## config.mk

```make
export PLATFORM = sky130hd
export DESIGN_NAME = ccu_compare_unit
export DESIGN_NICKNAME = d
export VERILOG_FILES = /design/src/hdl/ccu_pkg.sv /design/src/hdl/ccu_tick_div.sv /design/src/hdl/ccu_compare_unit.sv
export SDC_FILE = /design/constraint.sdc
export NUM_CORES = 1
export LEC_CHECK = 0
export ABC_AREA = 1
export BUFFER_PORTS_ARGS = -buffer_cell sky130_fd_sc_hd__buf_2
export CORE_ASPECT_RATIO = 1.1
export CORE_MARGIN = 3
export CORE_UTILIZATION = 35
export DETAILED_ROUTE_END_ITERATION = 6
export MAX_ROUTING_LAYER = met4
export PLACE_DENSITY = 0.53
export SLEW_MARGIN = 20
export SYNTH_ARGS = -nofsm -noshare
export SYNTH_HDL_FRONTEND = slang
export SYNTH_SLANG_ARGS = --single-unit
```

## constraint.sdc

```tcl
create_clock -name ref_clk -period 4.35 [get_ports ref_clk]
set_input_delay 0.435 -clock ref_clk [delete_from_list [all_inputs] [get_ports ref_clk]]
set_output_delay 0.435 -clock ref_clk [all_outputs]
set_load 0.02 [all_outputs]
```

## src/hdl/ccu_pkg.sv

```systemverilog
// package: register map, fields and reset values of the compare unit
package ccu_pkg;
  // register byte addresses on the AXI4-Lite bus
  localparam logic [7:0] ADDR_CCP_CONTROL   = 8'h00;
  localparam logic [7:0] ADDR_CMP_LOW       = 8'h04;
  localparam logic [7:0] ADDR_CMP_HIGH      = 8'h08;
  localparam logic [7:0] ADDR_IRQ_ENABLE    = 8'h0C;
  localparam logic [7:0] ADDR_IRQ_FLAGS     = 8'h10;
  localparam logic [7:0] ADDR_T1_CONTROL    = 8'h14;
  localparam logic [7:0] ADDR_T1_LOW        = 8'h18;
  localparam logic [7:0] ADDR_T1_HIGH       = 8'h1C;
  localparam logic [7:0] ADDR_ALT_PIN       = 8'h20;
  localparam logic [7:0] ADDR_PIN_DIR       = 8'h24;
  // field positions
  localparam int MODE_LSB        = 0;
  localparam int CCP_FLAG_BIT    = 2;
  localparam int T1_FLAG_BIT     = 0;
  localparam int T1_ON_BIT       = 0;
  localparam int ALT_SEL_BIT     = 0;
  localparam int PIN_DIR_BIT     = 0;
  // reset values
  localparam logic [7:0]  RST_BYTE     = 8'h00;
  localparam logic [7:0]  RST_PIN_DIR  = 8'h01;
  localparam logic [15:0] RST_WORD     = 16'h0000;
  // timer prescale: timer ticks at system clock divided by four
  localparam int T1_DIV = 4;
  // AXI responses
  localparam logic [1:0] RESP_OKAY   = 2'b00;
  localparam logic [1:0] RESP_SLVERR = 2'b10;
  // compare mode codes
  typedef enum logic [3:0] {
    MODE_OFF     = 4'b0000,
    MODE_TOGGLE  = 4'b0010,
    MODE_SET     = 4'b1000,
    MODE_CLEAR   = 4'b1001,
    MODE_SWIRQ   = 4'b1010,
    MODE_SPECIAL = 4'b1011
  } ccu_mode_t;
endpackage

```

## src/hdl/ccu_tick_div.sv

```systemverilog
// module: divider making the timer-one tick enable from the system clock
`timescale 1ns/10ps
module ccu_tick_div #(
  parameter int DIV = ccu_pkg::T1_DIV
) (
  // clock and reset
  input  wire logic ref_clk,
  input  wire logic srst,
  // control and tick
  input  wire logic run,
  output logic      tick
);
  import ccu_pkg::*;
  logic [$clog2(DIV)-1:0] cnt_q;

  always_ff @(posedge ref_clk) begin
    if (srst || !run) begin
      cnt_q <= '0;
    end else if (cnt_q == ($clog2(DIV))'(DIV - 1)) begin
      cnt_q <= '0;
    end else begin
      cnt_q <= cnt_q + 1'b1;
    end
  end

  assign tick = run && (cnt_q == ($clog2(DIV))'(DIV - 1));
endmodule

```

## src/hdl/ccu_compare_unit.sv

```systemverilog
// module: compare unit with timer one, register file and AXI4-Lite slave
// Notes on behaviour
// - all sixteen compare bits are matched against the timer count
// - mode field picks toggle, set, clear, special trigger or interrupt only
// - every match in one of the five compare modes sets the unit interrupt flag; software clears it
// - writing zero to the control register forces the output latch low
// - interrupt-only mode leaves the pin alone, match sets flag only
// - special trigger resets the timer and starts a converter conversion
// - trigger pulses at once; count clears at next timer tick
// - trigger reset never sets the timer overflow flag
// - losing the match before that tick cancels the pending reset
// - timer halts while sleeping and matches are not detected; bus writes still take effect
// - alternate select bit routes the unit pin to the other location
//
// The AXI4-Lite register port and the register addresses were chosen for this implementation.
`timescale 1ns/10ps
module ccu_compare_unit (
  // clock and reset
  input  wire logic        ref_clk,
  input  wire logic        srst,
  // AXI4-Lite write address and data
  input  wire logic [7:0]  s_axi_awaddr,
  input  wire logic        s_axi_awvalid,
  output logic             s_axi_awready,
  input  wire logic [31:0] s_axi_wdata,
  input  wire logic [3:0]  s_axi_wstrb,
  input  wire logic        s_axi_wvalid,
  output logic             s_axi_wready,
  // AXI4-Lite write response
  output logic [1:0]       s_axi_bresp,
  output logic             s_axi_bvalid,
  input  wire logic        s_axi_bready,
  // AXI4-Lite read
  input  wire logic [7:0]  s_axi_araddr,
  input  wire logic        s_axi_arvalid,
  output logic             s_axi_arready,
  output logic [31:0]      s_axi_rdata,
  output logic [1:0]       s_axi_rresp,
  output logic             s_axi_rvalid,
  input  wire logic        s_axi_rready,
  // system
  input  wire logic        sleepMode,
  input  wire logic        adcEnabled,
  output logic             adcStart,
  output logic             specialTrigger,
  output logic             ccpIrqFlag,
  // unit pin at two locations
  output logic             ccpPinMain,
  output logic             ccpPinMainOe,
  output logic             ccpPinAlt,
  output logic             ccpPinAltOe
);
  import ccu_pkg::*;

  logic [7:0]  ctrl_q;
  logic [15:0] cmp_q;
  logic [7:0]  irqEn_q;
  logic        ccpFlag_q;
  logic        t1Flag_q;
  logic [7:0]  t1Ctrl_q;
  logic [15:0] t1Cnt_q;
  logic        altSel_q;
  logic        pinDir_q;
  logic        outLatch_q;
  logic        match_q;
  logic        rstPend_q;
  logic        tick;
  logic        match;
  logic        matchRise;
  logic [3:0]  mode;
  logic        pinOwned;
  logic        pinDrive;

  // bus state
  logic        awHeld_q;
  logic        wHeld_q;
  logic [7:0]  awAddr_q;
  logic [31:0] wData_q;
  logic [3:0]  wStrb_q;
  logic        wrGo;
  logic        wrHit;
  logic [31:0] rdMux;
  logic        rdHit;

  assign mode = ctrl_q[MODE_LSB +: 4];

  ccu_tick_div #(
    .DIV (T1_DIV)
  ) u_div (
    .ref_clk (ref_clk),
    .srst    (srst),
    .run     (t1Ctrl_q[T1_ON_BIT] && !sleepMode),
    .tick    (tick)
  );

  // ---------------- AXI4-Lite write path ----------------
  assign s_axi_awready = !awHeld_q && !s_axi_bvalid;
  assign s_axi_wready  = !wHeld_q && !s_axi_bvalid;
  assign wrGo          = awHeld_q && wHeld_q && !s_axi_bvalid;

  always_ff @(posedge ref_clk) begin
    if (srst) begin
      awHeld_q <= 1'b0;
      wHeld_q  <= 1'b0;
      awAddr_q <= RST_BYTE;
      wData_q  <= '0;
      wStrb_q  <= '0;
    end else begin
      if (s_axi_awvalid && s_axi_awready) begin
        awHeld_q <= 1'b1;
        awAddr_q <= s_axi_awaddr;
      end else if (wrGo) begin
        awHeld_q <= 1'b0;
      end
      if (s_axi_wvalid && s_axi_wready) begin
        wHeld_q <= 1'b1;
        wData_q <= s_axi_wdata;
        wStrb_q <= s_axi_wstrb;
      end else if (wrGo) begin
        wHeld_q <= 1'b0;
      end
    end
  end

  always_comb begin
    case (awAddr_q)
      ADDR_CCP_CONTROL, ADDR_CMP_LOW, ADDR_CMP_HIGH, ADDR_IRQ_ENABLE,
      ADDR_IRQ_FLAGS, ADDR_T1_CONTROL, ADDR_T1_LOW, ADDR_T1_HIGH,
      ADDR_ALT_PIN, ADDR_PIN_DIR: wrHit = 1'b1;
      default: wrHit = 1'b0;
    endcase
  end

  always_ff @(posedge ref_clk) begin
    if (srst) begin
      s_axi_bvalid <= 1'b0;
      s_axi_bresp  <= RESP_OKAY;
    end else if (wrGo) begin
      s_axi_bvalid <= 1'b1;
      s_axi_bresp  <= wrHit ? RESP_OKAY : RESP_SLVERR;
    end else if (s_axi_bready) begin
      s_axi_bvalid <= 1'b0;
    end
  end

  logic wrByte;
  assign wrByte = wrGo && wStrb_q[0];

  // ---------------- software-written registers ----------------
  always_ff @(posedge ref_clk) begin
    if (srst) begin
      ctrl_q   <= RST_BYTE;
      irqEn_q  <= RST_BYTE;
      t1Ctrl_q <= RST_BYTE;
      altSel_q <= 1'b0;
      pinDir_q <= RST_PIN_DIR[PIN_DIR_BIT];
    end else if (wrByte) begin
      case (awAddr_q)
        ADDR_CCP_CONTROL: ctrl_q   <= wData_q[7:0];
        ADDR_IRQ_ENABLE:  irqEn_q  <= wData_q[7:0];
        ADDR_T1_CONTROL:  t1Ctrl_q <= wData_q[7:0];
        ADDR_ALT_PIN:     altSel_q <= wData_q[ALT_SEL_BIT];
        ADDR_PIN_DIR:     pinDir_q <= wData_q[PIN_DIR_BIT];
        default: ;
      endcase
    end
  end

  always_ff @(posedge ref_clk) begin
    if (srst) begin
      cmp_q <= RST_WORD;
    end else if (wrByte && awAddr_q == ADDR_CMP_LOW) begin
      cmp_q[7:0] <= wData_q[7:0];
    end else if (wrByte && awAddr_q == ADDR_CMP_HIGH) begin
      cmp_q[15:8] <= wData_q[7:0];
    end
  end

  // ---------------- compare and match edge ----------------
  assign match     = (t1Cnt_q == cmp_q);
  assign matchRise = match && !match_q && !sleepMode;

  always_ff @(posedge ref_clk) begin
    if (srst) begin
      match_q <= 1'b0;
    end else if (!sleepMode) begin
      match_q <= match;
    end
  end

  logic modeValid;
  always_comb begin
    case (mode)
      MODE_TOGGLE, MODE_SET, MODE_CLEAR, MODE_SWIRQ, MODE_SPECIAL:
        modeValid = 1'b1;
      default:
        modeValid = 1'b0;
    endcase
  end

  // special trigger pulses in the match cycle
  assign specialTrigger = matchRise && mode == MODE_SPECIAL;
  assign adcStart       = specialTrigger && adcEnabled;

  // ---------------- timer one ----------------
  always_ff @(posedge ref_clk) begin
    if (srst) begin
      rstPend_q <= 1'b0;
    end else if (specialTrigger) begin
      rstPend_q <= 1'b1;
    end else if (tick || !match || mode != MODE_SPECIAL) begin
      rstPend_q <= 1'b0;
    end
  end

  logic t1Wrap;
  logic t1Clear;
  assign t1Clear = tick && rstPend_q && match;
  assign t1Wrap  = tick && !t1Clear && (t1Cnt_q == 16'hFFFF);

  always_ff @(posedge ref_clk) begin
    if (srst) begin
      t1Cnt_q <= RST_WORD;
    end else if (wrByte && awAddr_q == ADDR_T1_LOW) begin
      t1Cnt_q[7:0] <= wData_q[7:0];
    end else if (wrByte && awAddr_q == ADDR_T1_HIGH) begin
      t1Cnt_q[15:8] <= wData_q[7:0];
    end else if (t1Clear) begin
      t1Cnt_q <= RST_WORD;
    end else if (tick) begin
      t1Cnt_q <= t1Cnt_q + 16'h0001;
    end
  end

  // ---------------- flags: set wins over clear ----------------
  logic flagWr;
  assign flagWr = wrByte && awAddr_q == ADDR_IRQ_FLAGS;

  always_ff @(posedge ref_clk) begin
    if (srst) begin
      ccpFlag_q <= 1'b0;
      t1Flag_q  <= 1'b0;
    end else begin
      if (matchRise && modeValid) begin
        ccpFlag_q <= 1'b1;
      end else if (flagWr) begin
        ccpFlag_q <= wData_q[CCP_FLAG_BIT];
      end
      if (t1Wrap) begin
        t1Flag_q <= 1'b1;
      end else if (flagWr) begin
        t1Flag_q <= wData_q[T1_FLAG_BIT];
      end
    end
  end

  assign ccpIrqFlag = ccpFlag_q;

  // ---------------- output latch and pin ----------------
  always_ff @(posedge ref_clk) begin
    if (srst) begin
      outLatch_q <= 1'b0;
    end else if (wrByte && awAddr_q == ADDR_CCP_CONTROL
                 && wData_q[7:0] == RST_BYTE) begin
      outLatch_q <= 1'b0;
    end else if (matchRise) begin
      case (mode)
        MODE_TOGGLE: outLatch_q <= !outLatch_q;
        MODE_SET:    outLatch_q <= 1'b1;
        MODE_CLEAR:  outLatch_q <= 1'b0;
        default:     outLatch_q <= outLatch_q;
      endcase
    end
  end

  assign pinOwned = (mode == MODE_TOGGLE || mode == MODE_SET
                     || mode == MODE_CLEAR);
  assign pinDrive = pinOwned && !pinDir_q;

  always_ff @(posedge ref_clk) begin
    if (srst) begin
      ccpPinMain   <= 1'b0;
      ccpPinMainOe <= 1'b0;
      ccpPinAlt    <= 1'b0;
      ccpPinAltOe  <= 1'b0;
    end else begin
      ccpPinMain   <= outLatch_q && !altSel_q;
      ccpPinMainOe <= pinDrive && !altSel_q;
      ccpPinAlt    <= outLatch_q && altSel_q;
      ccpPinAltOe  <= pinDrive && altSel_q;
    end
  end

  // ---------------- AXI4-Lite read path ----------------
  assign s_axi_arready = !s_axi_rvalid;

  always_comb begin
    rdHit = 1'b1;
    rdMux = '0;
    case (s_axi_araddr)
      ADDR_CCP_CONTROL: rdMux[7:0] = ctrl_q;
      ADDR_CMP_LOW:     rdMux[7:0] = cmp_q[7:0];
      ADDR_CMP_HIGH:    rdMux[7:0] = cmp_q[15:8];
      ADDR_IRQ_ENABLE:  rdMux[7:0] = irqEn_q;
      ADDR_IRQ_FLAGS: begin
        rdMux[CCP_FLAG_BIT] = ccpFlag_q;
        rdMux[T1_FLAG_BIT]  = t1Flag_q;
      end
      ADDR_T1_CONTROL:  rdMux[7:0] = t1Ctrl_q;
      ADDR_T1_LOW:      rdMux[7:0] = t1Cnt_q[7:0];
      ADDR_T1_HIGH:     rdMux[7:0] = t1Cnt_q[15:8];
      ADDR_ALT_PIN:     rdMux[ALT_SEL_BIT] = altSel_q;
      ADDR_PIN_DIR:     rdMux[PIN_DIR_BIT] = pinDir_q;
      default:          rdHit = 1'b0;
    endcase
  end

  always_ff @(posedge ref_clk) begin
    if (srst) begin
      s_axi_rvalid <= 1'b0;
      s_axi_rdata  <= '0;
      s_axi_rresp  <= RESP_OKAY;
    end else if (s_axi_arvalid && s_axi_arready) begin
      s_axi_rvalid <= 1'b1;
      s_axi_rdata  <= rdMux;
      s_axi_rresp  <= rdHit ? RESP_OKAY : RESP_SLVERR;
    end else if (s_axi_rready) begin
      s_axi_rvalid <= 1'b0;
    end
  end
endmodule

```

==> flow_summary.json <==
{
  "outcome": "finished clean",
  "syn_area_per_cell_um2": 6.83,
  "antenna_found_initial": 0,
  "drc": 0,
  "grt_max_degree": 33,
  "critPathMaxStageDelay_ns": 0.50,
  "areaGrowthSynthToFinish_pct": 11.3,
  "drive_gt1_share_pct": 13.8,
  "power_density_nw_per_um2": 317,
  "cts_max_level": 3,
  "start_kind": "register",
  "final_common_cell": "nand2_1",
  "wl_um": 14900,
  "core_um2": 15200,
  "clk_pin_slew_ns": 0.07,
  "path_class": "reg2out",
  "cp_cell_sequence": "inv_1 > nand2_1 > nand2_1 > nor2_1 > nand2_1 > nor2_2 > nand2_2 > nor2_4 > nand3_2 > nor2_1 > buf_2",
  "die_y_um": 137,
  "fin_skew_ns": 0.00784,
  "cp_num_buf_inv": 2,
  "hold_ws_ns": 0.320,
  "critPathCaptureType": "output pin",
  "post_synth_fa_ha_maj_area_fraction_pct": 0.459,
  "timing.setup.tns_ns": 0,
  "postLayoutCoreUtil_pct": 40.0,
  "io_pins": 109,
  "worstMarginPinSlew_ns": 0.735,
  "ir_worst_vdd_uv": 173,
  "rsz0062_at_grt": "no",
  "overflow": 0,
  "ys_seq_area_share_pct": 36.7,
  "worst-path-max-fanout": 7,
  "path_common_cell": "nand2_1",
  "die_w_um": 125,
  "ctsResizeCount": 0,
  "synth-simple-area-share_pct": 31.4,
  "grtUsageTotal_pct": 18.1,
  "synth_cell_types": 44,
  "fin_crit_sh_pct": 60.2,
  "synth_top_family_by_area": "simple AND/OR/NAND/NOR gates",
  "final_cell_mix": "nand2_1, dfxtp_1, nor2_1, inv_1, a21oi_1",
  "synth.top_cell.area_share_pct": 36.7,
  "port_buffers": 55,
  "async_flop_share_pct": 0,
  "synthFlopType": "dfxtp_1",
  "finalMaxSlewViolations": 0,
  "cts_tree": "yes",
  "rows": 47,
  "vias": 5008,
  "worstSkewPairLatency_ns": 0.36,
  "required_ns": 3.91,
  "cp_top_family": "simple AND/OR/NAND/NOR gates",
  "cts_buffer_depth": 2,
  "setup_ws_ns": 1.73,
  "slowest_stage": "dfxtp_1",
  "ys_ff_latch": 100,
  "synth_compound_area_share_pct": 17.6,
  "dpl_worst_slack_ns": 2.13,
  "arrival_ns": 2.19,
  "ant_nets": 0,
  "cts_buffers": 9,
  "max_freq_mhz": 382,
  "drt-initial-drc-count": 291,
  "synthXorXnorAreaFrac_pct": 1.45,
  "wl_per_cell_um": 14.3,
  "yosys-top-cells-area": "dfxtp_1, nand2_1, nor2_1",
  "finalHoldViolCount": 0,
  "n_antenna_cell": 0,
  "synth_largest_area_cell": "dfxtp_1",
  "p_leak_nw": 2.50,
  "die_area_um2": 17100,
  "synthCells": 798,
  "synth_edf_count": 0,
  "cap_violations": 0,
  "slew_headroom_pct": 50.6,
  "synth.area.mux_share_pct": 0,
  "nets": 908,
  "cts_root_buffer": "clkbuf_16",
  "start_util_pct": 35.9,
  "grt_pass1_wl_um": 23900,
  "cts_hold_buf": 0,
  "cts.sinks": 100,
  "fin_crit_ns": 2.62,
  "cts_setup_buffers": 0,
  "yosys_warnings": 0,
  "syn-cell-area_um2": 5450,
  "setup_viol": 0,
  "gp_congestion": 0.889,
  "viasPerCell": 4.79,
  "dp_hpwl_um": 11200,
  "dr.pass1.iters": 4,
  "min_path_type": "in2reg",
  "grt_pass1_vias": 4457
}
worst reg2reg max path, cell delays in order (launching register included):
cell and delay (ns):
dfxtp_1 0.45, ha_1 0.20, nand2_1 0.10, nor2_2 0.17
nand3_1 0.15, nor2_2 0.22, nand3_1 0.09, nor3_1 0.21
nand3_1 0.17, a21oi_1 0.15
worst paths after layout:
path / startpoint / to / slack, ns / cells past startpoint
setup / recovery: t1Cnt_q[11] / adcStart / 1.73 / 11
setup reg to reg: t1Cnt_q[0] / t1Flag_q / 2.36 / 9
hold reg to reg: u_div.cnt_q[0] / u_div.cnt_q[0] / 0.42 / 1
hold / removal: s_axi_bready / s_axi_bvalid / 0.32 / 4
logic make-up (layout without fill, tap and decap cells):
group | Yosys count | after routing
buf+inv | 142 | 169
other cells | 1 | 26
xor+xnor | 9 | 9
flops | 100 | 100
fa+ha+maj | 2 | 2
simple gates | 374 | 374
compound gates | 170 | 170
through the flow:
| stage | cell area (um^2) | total power, mW | cells |
|---|---|---|---|
| floorplan | 5540 | 1.11 | 823 |
| global placement | 5780 | 1.15 | 1030 |
| detailed placement | 5780 | 1.15 | 1030 |
| CTS | 6060 | 1.94 | 1046 |
| global route | 6060 | 1.99 | 1046 |
| finish | 6060 | 1.92 | 1046 |
final cells by class:
class | instances | area [um^2]
multi-input combinational | 581 | 2870
fill | 1705 | 9110
timing repair buffer | 58 | 298
clock inverter | 6 | 47.5
inverter | 95 | 362
tap | 196 | 245
clock buffer | 10 | 239
sequential | 100 | 2000
sequential cells by signal, summed over array words and instances, names as in the netlist, 2 cells and up:
register / count
awAddr_q: 8
cmp_q: 16
ctrl_q: 8
irqEn_q: 8
s_axi_rdata: 8
t1Cnt_q: 16
t1Ctrl_q: 8
u_div.cnt_q: 2
wData_q: 8
synth_stat cells, types with 2 or more instances:
cell	instances
nor2_4	5
nor2_1	96
o21ai_0	65
buf_6	3
dfxtp_1	100
nor2_2	9
nand2_4	3
nor3_2	2
nand2_2	4
inv_2	8
nand4_1	8
a211oi_1	27
xor2_1	9
nand3b_1	2
a211oi_2	2
a21oi_1	69
nand2_1	169
nor3_1	14
ha_1	2
clkbuf_1	13
buf_4	28
nand3_1	54
clkinv_1	2
inv_1	84
per-layer routing:
layer  global-route usage [%]  share of wire [%]  up-vias
met5                        -                  0        -
met3                     2.11                4.4       16
met2                     27.5                 44      124
met1                     25.1                 50     2207
met4                     6.02                1.7        0
li1                         -                  -     2661
power breakdown:
group          switching, mW  total [mW]  internal (mW)
Combinational          0.133       0.177         0.0443
Clock                  0.384       0.792          0.408
Sequential            0.0149       0.950          0.935
No activity file was read; power rests on OpenSTA's default activity.
